$ cat config.mk
export PLATFORM = sky130hd
export DESIGN_NAME = fps_sequencer
export DESIGN_NICKNAME = d
export VERILOG_FILES = /design/src/verilog/fps_pkg.sv /design/src/verilog/fps_sequencer.sv /design/src/verilog/fps_latch_mem.sv
export SDC_FILE = /design/constraint.sdc
export NUM_CORES = 1
export LEC_CHECK = 0
export BUFFER_PORTS_ARGS = -buffer_cell sky130_fd_sc_hd__buf_2
export CAP_MARGIN = 5
export CORE_MARGIN = 2
export CORE_UTILIZATION = 36
export DETAILED_ROUTE_END_ITERATION = 8
export PLACE_DENSITY = 0.59
export SYNTH_ARGS = -nofsm -noshare
export SYNTH_HDL_FRONTEND = slang
export SYNTH_SLANG_ARGS = --single-unit
export TNS_END_PERCENT = 10
$ cat constraint.sdc
create_clock -name pclk -period 3.35 [get_ports pclk]
set_input_delay 0.5025 -clock pclk [delete_from_list [all_inputs] [get_ports pclk]]
set_output_delay 0.5025 -clock pclk [all_outputs]
set_load 0.05 [all_outputs]
$ cat src/verilog/fps_pkg.sv
// Package for the flash page program sequencer
package fps_pkg;
    localparam int FPS_PAGE_BYTES = 128;
    localparam int FPS_PAGE_AW = 7;
    // Register byte offsets
    localparam logic [11:0] FPS_OFF_CTRL = 12'h000;
    localparam logic [11:0] FPS_OFF_STAT = 12'h004;
    localparam logic [11:0] FPS_OFF_BANK = 12'h008;
    localparam logic [11:0] FPS_OFF_LOAD = 12'h00C;
    localparam logic [11:0] FPS_OFF_INSN = 12'h010;
    localparam logic [11:0] FPS_OFF_PAGE = 12'h014;
    localparam logic [11:0] FPS_OFF_PWR = 12'h018;
    // Control register fields
    localparam int FPS_KEY_LSB = 4;
    localparam int FPS_MAP_BIT = 3;
    localparam logic [3:0] FPS_KEY_ARM = 4'h5;
    localparam logic [3:0] FPS_KEY_GO = 4'hA;
    localparam logic [7:0] FPS_CTRL_RST = 8'h00;
    // Status register fields
    localparam int FPS_ST_BUSY = 0;
    localparam int FPS_ST_LOAD = 1;
    localparam int FPS_ST_SERR = 2;
    localparam int FPS_ST_PDN = 3;
    localparam logic [7:0] FPS_ERASED_BYTE = 8'hFF;
    // Operation timing
    localparam int FPS_OP_TIME_US = 5;
    localparam int FPS_CLK_MHZ = 125;
    localparam int FPS_OP_CYCLES = FPS_OP_TIME_US * FPS_CLK_MHZ;
    localparam int FPS_BYTE_CYCLES = 2;

    typedef enum logic [2:0] {
        FPS_OP_PAGE,
        FPS_OP_XROW,
        FPS_OP_ERASE,
        FPS_OP_LRST,
        FPS_OP_SEC,
        FPS_OP_FUSE,
        FPS_OP_RSV6,
        FPS_OP_RSV7
    } fps_op_t;

    typedef struct packed {
        logic [3:0] key;
        logic map;
        fps_op_t op;
    } fps_ctrl_t;

    typedef struct packed {
        logic wr;
        logic [7:0] page;
        logic [2:0] bank;
        fps_op_t op;
        logic [FPS_PAGE_AW-1:0] idx;
        logic [7:0] data;
    } fps_flash_t;
endpackage : fps_pkg

$ cat src/verilog/fps_sequencer.sv
// Flash page program sequencer with APB registers
//
// Local design decisions: the address map and register access over APB.
`timescale 1ns/10ps
// What this block does
// - Launch needs key writes with upper nibble 5 then A
// - Second key write runs the operation chosen by target select
// - Instruction cycle between key writes or wrong second key is an error; other writes only disarm
// - Target select at the last key write picks the destination
// - Security byte bits may rise to one only after full erase
// - Buffer takes zero to 128 bytes in any order by pointer
// - Page and upper bank come from the last byte loaded
// - Page write or latch reset with empty buffer is an error
// - Buffer writes are ignored while busy
// - Page program erases page first; unloaded bytes become FF
// - Buffer not cleared after write; software resets before loading
// - Keys 53h then A3h reset the buffer from any code area
// - Busy is set while an operation runs, cleared at its end
// - Error flag cleared by software or by a later good sequence
// - Power down discards the buffer and clears the loaded flag
// - Power down while busy waits until the operation ends
// - Loaded flag sets on first byte, clears on good write or reset
module fps_sequencer
    import fps_pkg::*;
#(
    parameter int OP_CYCLES = FPS_OP_CYCLES
) (
    input wire logic pclk,
    input wire logic presetn,
    input wire logic psel,
    input wire logic penable,
    input wire logic pwrite,
    input wire logic [11:0] paddr,
    input wire logic [31:0] pwdata,
    input wire logic [3:0] pstrb,
    output logic [31:0] prdata,
    output logic pready,
    output logic pslverr,
    output fps_flash_t flash_q,
    output logic flash_select_q,
    output logic program_busy_flag
);
    initial begin
        if (OP_CYCLES < 1) $error("OP_CYCLES must be at least 1");
    end

    typedef enum logic [1:0] {S_IDLE, S_ERASE, S_PROG, S_WAIT} fps_state_t;

    ////////////////////////////////////////////////////////////////////
    // Bus decode
    wire logic acc = psel && penable && pready;
    wire logic wr = acc && pwrite && pstrb[0];
    wire logic rd = acc && !pwrite;
    wire logic hit_ctrl = paddr == FPS_OFF_CTRL;
    wire logic hit_stat = paddr == FPS_OFF_STAT;
    wire logic hit_bank = paddr == FPS_OFF_BANK;
    wire logic hit_load = paddr == FPS_OFF_LOAD;
    wire logic hit_insn = paddr == FPS_OFF_INSN;
    wire logic hit_page = paddr == FPS_OFF_PAGE;
    wire logic hit_pwr = paddr == FPS_OFF_PWR;
    wire logic hit_any = hit_ctrl | hit_stat | hit_bank | hit_load | hit_insn | hit_page | hit_pwr;
    wire fps_ctrl_t wctrl = fps_ctrl_t'(pwdata[7:0]);

    ////////////////////////////////////////////////////////////////////
    // State
    fps_ctrl_t ctrl_q;
    logic [2:0] bank_q;
    logic armed_q;
    logic seq_err_q;
    logic loaded_q;
    logic pdn_pend_q;
    logic pdn_q;
    logic erased_q;
    logic [15:0] last_addr_q;
    logic [2:0] last_bank_q;
    logic [FPS_PAGE_BYTES-1:0] valid_q;
    fps_state_t state_q;
    fps_op_t op_q;
    logic [15:0] cnt_q;
    logic [FPS_PAGE_AW:0] idx_q;
    logic [7:0] mem_rdata;

    wire logic busy = state_q != S_IDLE;
    // Loads: pointer write with map bit set, ignored while busy
    wire logic load_wr = wr && hit_load && ctrl_q.map && !busy && !pdn_q;
    wire logic [FPS_PAGE_AW-1:0] load_idx = pwdata[8+FPS_PAGE_AW-1:8];
    // Any other instruction cycle reported by the core
    wire logic insn_evt = wr && hit_insn;
    wire logic key_wr = wr && hit_ctrl;
    wire logic key_arm = key_wr && wctrl.key == FPS_KEY_ARM;
    wire logic key_go = key_wr && wctrl.key == FPS_KEY_GO;
    // Second write must be the very next instruction with nibble A
    wire logic seq_bad = armed_q && ((key_wr && !key_go) || insn_evt);
    wire logic seq_ok = armed_q && key_go;
    wire logic needs_data = wctrl.op == FPS_OP_PAGE || wctrl.op == FPS_OP_LRST;
    wire logic empty_err = seq_ok && needs_data && !loaded_q;
    wire logic launch = seq_ok && !empty_err && !busy;
    wire logic is_lrst = wctrl.op == FPS_OP_LRST;
    wire logic start_op = launch && !is_lrst && wctrl.op != FPS_OP_RSV6 && wctrl.op != FPS_OP_RSV7;
    wire logic lrst = launch && is_lrst;
    wire logic [FPS_PAGE_AW-1:0] rd_idx = idx_q[FPS_PAGE_AW-1:0];
    wire logic cnt_done = cnt_q == 16'(OP_CYCLES - 1);
    wire logic byte_last = idx_q == (FPS_PAGE_AW+1)'(FPS_PAGE_BYTES - 1);
    wire logic single = op_q == FPS_OP_SEC || op_q == FPS_OP_FUSE;
    // Security byte may only gain ones after a full erase
    wire logic [7:0] src_byte = valid_q[rd_idx] ? mem_rdata : FPS_ERASED_BYTE;
    wire logic [7:0] prog_byte = (op_q == FPS_OP_SEC && !erased_q) ? (src_byte & flash_q.data) : src_byte;
    wire logic pdn_req = wr && hit_pwr && pwdata[0];
    wire logic pdn_exit = wr && hit_pwr && !pwdata[0];
    wire logic pdn_go = (pdn_req || pdn_pend_q) && !busy;

    fps_latch_mem #(
        .DEPTH(FPS_PAGE_BYTES),
        .AW(FPS_PAGE_AW)
    ) u_mem (
        .pclk(pclk),
        .we(load_wr),
        .waddr(load_idx),
        .wdata(pwdata[31:24]),
        .raddr(rd_idx),
        .rdata(mem_rdata)
    );

    ////////////////////////////////////////////////////////////////////
    // Control and key checker
    always_ff @(posedge pclk or negedge presetn) begin
        if (!presetn) begin
            ctrl_q <= fps_ctrl_t'(FPS_CTRL_RST);
            bank_q <= 3'h0;
            armed_q <= 1'b0;
            op_q <= FPS_OP_PAGE;
        end else begin
            if (key_wr) ctrl_q <= wctrl;
            if (wr && hit_bank) bank_q <= pwdata[2:0];
            if (wr) armed_q <= key_arm && !armed_q;
            if (start_op) op_q <= wctrl.op;
        end
    end

    // Error flag: hardware set wins over software clear
    always_ff @(posedge pclk or negedge presetn) begin
        if (!presetn) begin
            seq_err_q <= 1'b0;
        end else if (seq_bad || empty_err) begin
            seq_err_q <= 1'b1;
        end else if (seq_ok || (wr && hit_stat && pwdata[FPS_ST_SERR])) begin
            seq_err_q <= 1'b0;
        end
    end

    ////////////////////////////////////////////////////////////////////
    // Buffer bookkeeping
    always_ff @(posedge pclk or negedge presetn) begin
        if (!presetn) begin
            loaded_q <= 1'b0;
            valid_q <= '0;
            last_addr_q <= 16'h0000;
            last_bank_q <= 3'h0;
        end else if (lrst || pdn_go) begin
            loaded_q <= 1'b0;
            valid_q <= '0;
        end else if (load_wr) begin
            loaded_q <= 1'b1;
            valid_q[load_idx] <= 1'b1;
            last_addr_q <= pwdata[23:8];
            last_bank_q <= bank_q;
        end else if (start_op && (wctrl.op == FPS_OP_PAGE || wctrl.op == FPS_OP_XROW)) begin
            loaded_q <= 1'b0;
        end
    end

    // Power down handling
    always_ff @(posedge pclk or negedge presetn) begin
        if (!presetn) begin
            pdn_pend_q <= 1'b0;
            pdn_q <= 1'b0;
            flash_select_q <= 1'b1;
        end else begin
            pdn_pend_q <= (pdn_req || pdn_pend_q) && busy && !pdn_exit;
            if (pdn_go) begin
                pdn_q <= 1'b1;
                flash_select_q <= 1'b0;
            end else if (pdn_exit) begin
                pdn_q <= 1'b0;
                flash_select_q <= 1'b1;
            end
        end
    end

    ////////////////////////////////////////////////////////////////////
    // Operation engine
    always_ff @(posedge pclk or negedge presetn) begin
        if (!presetn) begin
            state_q <= S_IDLE;
            cnt_q <= 16'h0000;
            idx_q <= '0;
            erased_q <= 1'b0;
            flash_q <= '0;
            program_busy_flag <= 1'b0;
        end else begin
            flash_q.wr <= 1'b0;
            program_busy_flag <= busy || start_op;
            unique case (state_q)
                S_IDLE: begin
                    cnt_q <= 16'h0000;
                    idx_q <= '0;
                    if (start_op) begin
                        flash_q.op <= wctrl.op;
                        flash_q.page <= (wctrl.op == FPS_OP_PAGE) ? last_addr_q[14:7] : 8'h00;
                        flash_q.bank <= last_addr_q[15] ? last_bank_q : 3'h0;
                        state_q <= (wctrl.op == FPS_OP_PAGE || wctrl.op == FPS_OP_XROW || wctrl.op == FPS_OP_ERASE)
                            ? S_ERASE : S_PROG;
                    end
                end
                S_ERASE: begin
                    cnt_q <= cnt_q + 16'h0001;
                    if (cnt_done) begin
                        cnt_q <= 16'h0000;
                        if (flash_q.op == FPS_OP_ERASE) begin
                            erased_q <= 1'b1;
                            state_q <= S_WAIT;
                        end else begin
                            state_q <= S_PROG;
                        end
                    end
                end
                S_PROG: begin
                    // One byte per two cycles; memory read is registered
                    cnt_q <= cnt_q + 16'h0001;
                    if (cnt_q[0]) begin
                        flash_q.wr <= 1'b1;
                        flash_q.idx <= rd_idx;
                        flash_q.data <= prog_byte;
                        idx_q <= idx_q + 1'b1;
                        if (byte_last || single) begin
                            cnt_q <= 16'h0000;
                            if (op_q == FPS_OP_SEC) erased_q <= 1'b0;
                            state_q <= S_WAIT;
                        end
                    end
                end
                S_WAIT: begin
                    cnt_q <= cnt_q + 16'h0001;
                    if (cnt_done) state_q <= S_IDLE;
                end
            endcase
        end
    end

    ////////////////////////////////////////////////////////////////////
    // APB answer
    wire logic [7:0] stat_rd = {4'h0, pdn_q, seq_err_q, loaded_q, busy};
    wire logic [31:0] rd_mux = hit_ctrl ? {24'h00_0000, ctrl_q} :
                               hit_stat ? {24'h00_0000, stat_rd} :
                               hit_bank ? {29'h0000_0000, bank_q} :
                               hit_page ? {13'h0000, last_bank_q, last_addr_q} :
                               hit_pwr ? {31'h0000_0000, pdn_q} : 32'h0000_0000;
    always_ff @(posedge pclk or negedge presetn) begin
        if (!presetn) begin
            pready <= 1'b0;
            prdata <= 32'h0000_0000;
            pslverr <= 1'b0;
        end else begin
            pready <= psel && !penable;
            prdata <= rd_mux;
            pslverr <= psel && !penable && !hit_any;
        end
    end

    ////////////////////////////////////////////////////////////////////
    // Checks
    AST_LOAD_IGNORED_BUSY: assert property (@(posedge pclk) disable iff (!presetn)
        (busy && wr && hit_load) |=> $stable(valid_q))
        else $error("Buffer changed while busy");
    AST_EMPTY_ERR: assert property (@(posedge pclk) disable iff (!presetn)
        empty_err |=> seq_err_q && !program_busy_flag)
        else $error("Empty buffer launch not flagged");
    AST_BAD_SEQ: assert property (@(posedge pclk) disable iff (!presetn)
        seq_bad |=> seq_err_q && state_q == $past(state_q))
        else $error("Bad key sequence not flagged");
    AST_BUSY_ON_START: assert property (@(posedge pclk) disable iff (!presetn)
        start_op |=> program_busy_flag ##1 busy)
        else $error("Busy not raised on launch");
    AST_ARM_ONE_CYCLE: assert property (@(posedge pclk) disable iff (!presetn)
        (armed_q && wr) |=> !armed_q)
        else $error("Checker stayed armed");
    AST_LRST_CLEARS: assert property (@(posedge pclk) disable iff (!presetn)
        lrst |=> !loaded_q && valid_q == '0)
        else $error("Latch reset did not clear buffer");
    AST_PDN_WAITS: assert property (@(posedge pclk) disable iff (!presetn)
        (busy && !pdn_q) |=> !pdn_q)
        else $error("Power down taken while busy");
    AST_GOOD_CLEARS_ERR: assert property (@(posedge pclk) disable iff (!presetn)
        (seq_ok && !empty_err) |=> !seq_err_q)
        else $error("Good sequence kept error");
    AST_PDN_CLEARS_LOAD: assert property (@(posedge pclk) disable iff (!presetn)
        pdn_go |=> !loaded_q && !flash_select_q)
        else $error("Power down kept buffer");
endmodule : fps_sequencer

$ cat src/verilog/fps_latch_mem.sv
// Column latch memory with registered read
`timescale 1ns/10ps
module fps_latch_mem #(
    parameter int DEPTH = 128,
    parameter int AW = 7
) (
    input wire logic pclk,
    input wire logic we,
    input wire logic [AW-1:0] waddr,
    input wire logic [7:0] wdata,
    input wire logic [AW-1:0] raddr,
    output logic [7:0] rdata
);
    logic [7:0] mem [DEPTH];
    initial begin
        if (DEPTH != (1 << AW)) $error("DEPTH must be 2**AW");
    end
    always_ff @(posedge pclk) begin
        if (we) mem[waddr] <= wdata;
        rdata <= mem[raddr];
    end
endmodule : fps_latch_mem

==> reports/metrics.yaml <==
crit_top_cell: "buf_12"
maxSlewHeadroom: 0.2918
synth-edff-count: 1024
clock_path_buffers: 3
rows: 137
setup_violations: 0
power_density_mw_per_mm2: 548.9
setup_tns_ps: 0
cts_hold_buf: 14
timing.hold.ws_ps: 60.36
ctsResizeCount: 0
drc_errors: 0
critPathRequiredTime_ps: 3970
layout-drive-gt1-share: 0.3144
cp-end-kind: "register"
grt_usage: 0.1752
io_pins: 119
clock_skew_ps: 32.46
fmax_ghz: 0.3222
avgViaCountPerCell: 5.369
htreeDepth: 4
period_needed_ps: 3103
r2r_setup_slack_ps: 250
drt.antenna.violating_nets: 0
drtIter0Drc: 2588
syn_to_final_growth_pct: 17.88
ys_seq_elements: 1278
rr_startpoint: "idx_q[0]$_DFFE_PN0P_"
critPathMaxFanout: 25
r2r_end: "u_mem.rdata[0]$_DFF_P_"
maxCapViolCount: 0
worstPathArrival_ps: 3720
hold-path-cell-count: 2
path_cells: "buf_12, buf_12, buf_12, mux4_2, mux4_2, mux2_2, o22ai_1, a21oi_1"
wl_per_cell_um: 25.31
grt_pass1_vias: 27390
regArea_mm2: 0.03708
worstSkewPairLatency_ps: 750
avgSynthCellArea_um2: 19.39
cts_tree: "yes"
hpwlAfterDp_um: 80580
fin_nets: 3020
hold_class: "input port to register"
hold_viol: 0
wl_um: 125200
min_to: "ctrl_q[5]$_DFFE_PN0N_"
core_area_mm2: 0.1395
critPathMaxStageDelay_ps: 530
num_vias: 26550
multiInputGateArea_mm2: 0.01267
fillers: 12090
cts_setup_buffers: 0
clkSlewWorstSetupHoldPaths_ps: 60
async_flop_share: 0.1925
numCtsBuffers: 136
cts-root-buf: "clkbuf_16"
synth.yosys.seq_area_share: 0.7331
synthFlopType: "edfxtp_1"
gr-total-overflow: 0
rsz0062_at_grt: "no"
antenna_found_initial: 5
final_common_cell: "edfxtp_1"
grt_max_degree: 94
worstSetupPathType: "register to register"
grt_pass1_wl_um: 185200
syn_inst: 2607
die_w_um: 378.8
ys.warnings.count: 0
worstRegToRegCells: 8
port_buffers: 102
drt_first_pass_iters: 5
hp-start: "pwdata[5]"
antenna_cells: 0
p_total_w: 0.03272
synth_area_mm2: 0.05056
gp_congestion: 0.8267
die_y_um: 378.8
slew_viol_final: 0
die_area_mm2: 0.1435
crit_path_top_delay_cell: "mux4_2"
worst_pin_slew_ps: 1062
crit_path_start_kind: "register"
clock-sinks: 1278
status: "complete, no violations"
ys_types: 71
worst-path-buf-inv: 3
post-route-period-util: 0.9264
p_leak_nw: 20.61
start_util: 0.3624
cp_top_family: "multiplexers"
irDropWorstVdd_v: 0.0004501
mostFrequentLayoutCells: "1024 x edfxtp_1, 342 x mux4_2, 241 x dfrtp_1, 225 x buf_4, 209 x nor2_1"
## cells in the mapped netlist (all sizes together), types with 8 or more instances
cell type | count | area [um^2]
mux2 | 43 | 521.8
nor3 | 13 | 75.07
nand4 | 15 | 93.84
a22oi | 8 | 60.06
nand3b | 10 | 75.07
a21oi | 47 | 235.2
and3 | 12 | 75.07
and2 | 14 | 87.58
clkbuf | 71 | 266.5
o21a | 99 | 743.2
edfxtp | 1024 | 30750
nand3 | 39 | 195.2
inv | 20 | 75.07
nand2 | 112 | 420.4
o21ai | 21 | 105.1
dfxtp | 8 | 160.2
mux2i | 27 | 270.3
xor2 | 10 | 87.58
buf | 90 | 543.0
dfrtp | 245 | 6131
o22a | 8 | 70.07
nor2b | 14 | 87.58
nor2 | 209 | 784.5
a31oi | 9 | 56.30
mux4 | 342 | 7702
## worst reg2reg max path: cells and delay by family (launching register included)
kind / cells / cell delay, ps
AO/OA/AOI/OAI: 2 / 410
buffers and inverters: 3 / 720
flip-flops: 1 / 460
multiplexers: 3 / 1380
## through the flow
stage,cells,area (um^2),setup slack [ps],utilization
4_1_cts,4945,59600,167.2,0.4271
3_3_place_gp,4684,54970,213.4,0.3940
2_1_floorplan,2619,50600,642.5,-
3_5_place_dp,4684,54970,196.1,0.3940
6_report,4945,59600,246.5,0.4271
5_1_grt,4945,59600,148.5,0.4271
## report_power, final
| part | switching (W) | internal, W |
|---|---|---|
| clock | 0.00617 | 0.00886 |
| combinational | 0.000438 | 0.0000824 |
| sequential | 0.000000557 | 0.0172 |
| total | 0.00661 | 0.0261 |
## routing by layer
metal  vias up  track usage  share of wire
li1      11160            -              -
met1     14240       0.2392           0.42
met2       968       0.2863           0.49
met3       169      0.03480          0.069
met4        10      0.04799          0.022
met5         -            0        0.00050
## area by class of cell
class	instances	share of cell area
tap	1876	0.03938
inverter	20	0.001302
sequential	1278	0.6221
multi-input combinational	1160	0.2127
timing repair buffer	364	0.04917
clock buffer	175	0.06285
clock inverter	72	0.01249
## sequential cells by signal, summed over array words and instances (netlist names), 8 cells and up
name         flops
ctrl_q           8
cnt_q           16
last_addr_q     16
prdata          19
u_mem.mem     1024
flash_q         30
idx_q            8
valid_q        128
u_mem.rdata      8
## how the worst max path moves through the flow
stage / startpoint / end / slack (ps) / cells past startpoint
after floorplan: paddr[9] / u_mem.mem[104][0]$_DFFE_PP_ / 640 / 6
after global placement: idx_q[0]$_DFFE_PN0P_ / u_mem.rdata[0]$_DFF_P_ / 210 / 8
after detailed placement: idx_q[0]$_DFFE_PN0P_ / u_mem.rdata[0]$_DFF_P_ / 200 / 8
after CTS: idx_q[0]$_DFFE_PN0P_ / u_mem.rdata[0]$_DFF_P_ / 170 / 8
after global routing: idx_q[0]$_DFFE_PN0P_ / u_mem.rdata[0]$_DFF_P_ / 150 / 8
final: idx_q[0]$_DFFE_PN0P_ / u_mem.rdata[0]$_DFF_P_ / 250 / 8
## cell families (layout without fill, tap and decap cells)
group / after synthesis / in the layout / share of synthesized area
flops: 1278 / 1278 / 0.7331
simple gates: 477 / 477 / 0.04437
mux: 412 / 412 / 0.1680
compound gates: 234 / 234 / 0.03225
buf+inv: 181 / 631 / 0.01750
xor+xnor: 17 / 17 / 0.002945
fa+ha+maj: 7 / 7 / 0.001732
other cells: 1 / 13 / 0.00007417
Note: power is estimated with default switching activity, not from simulation.
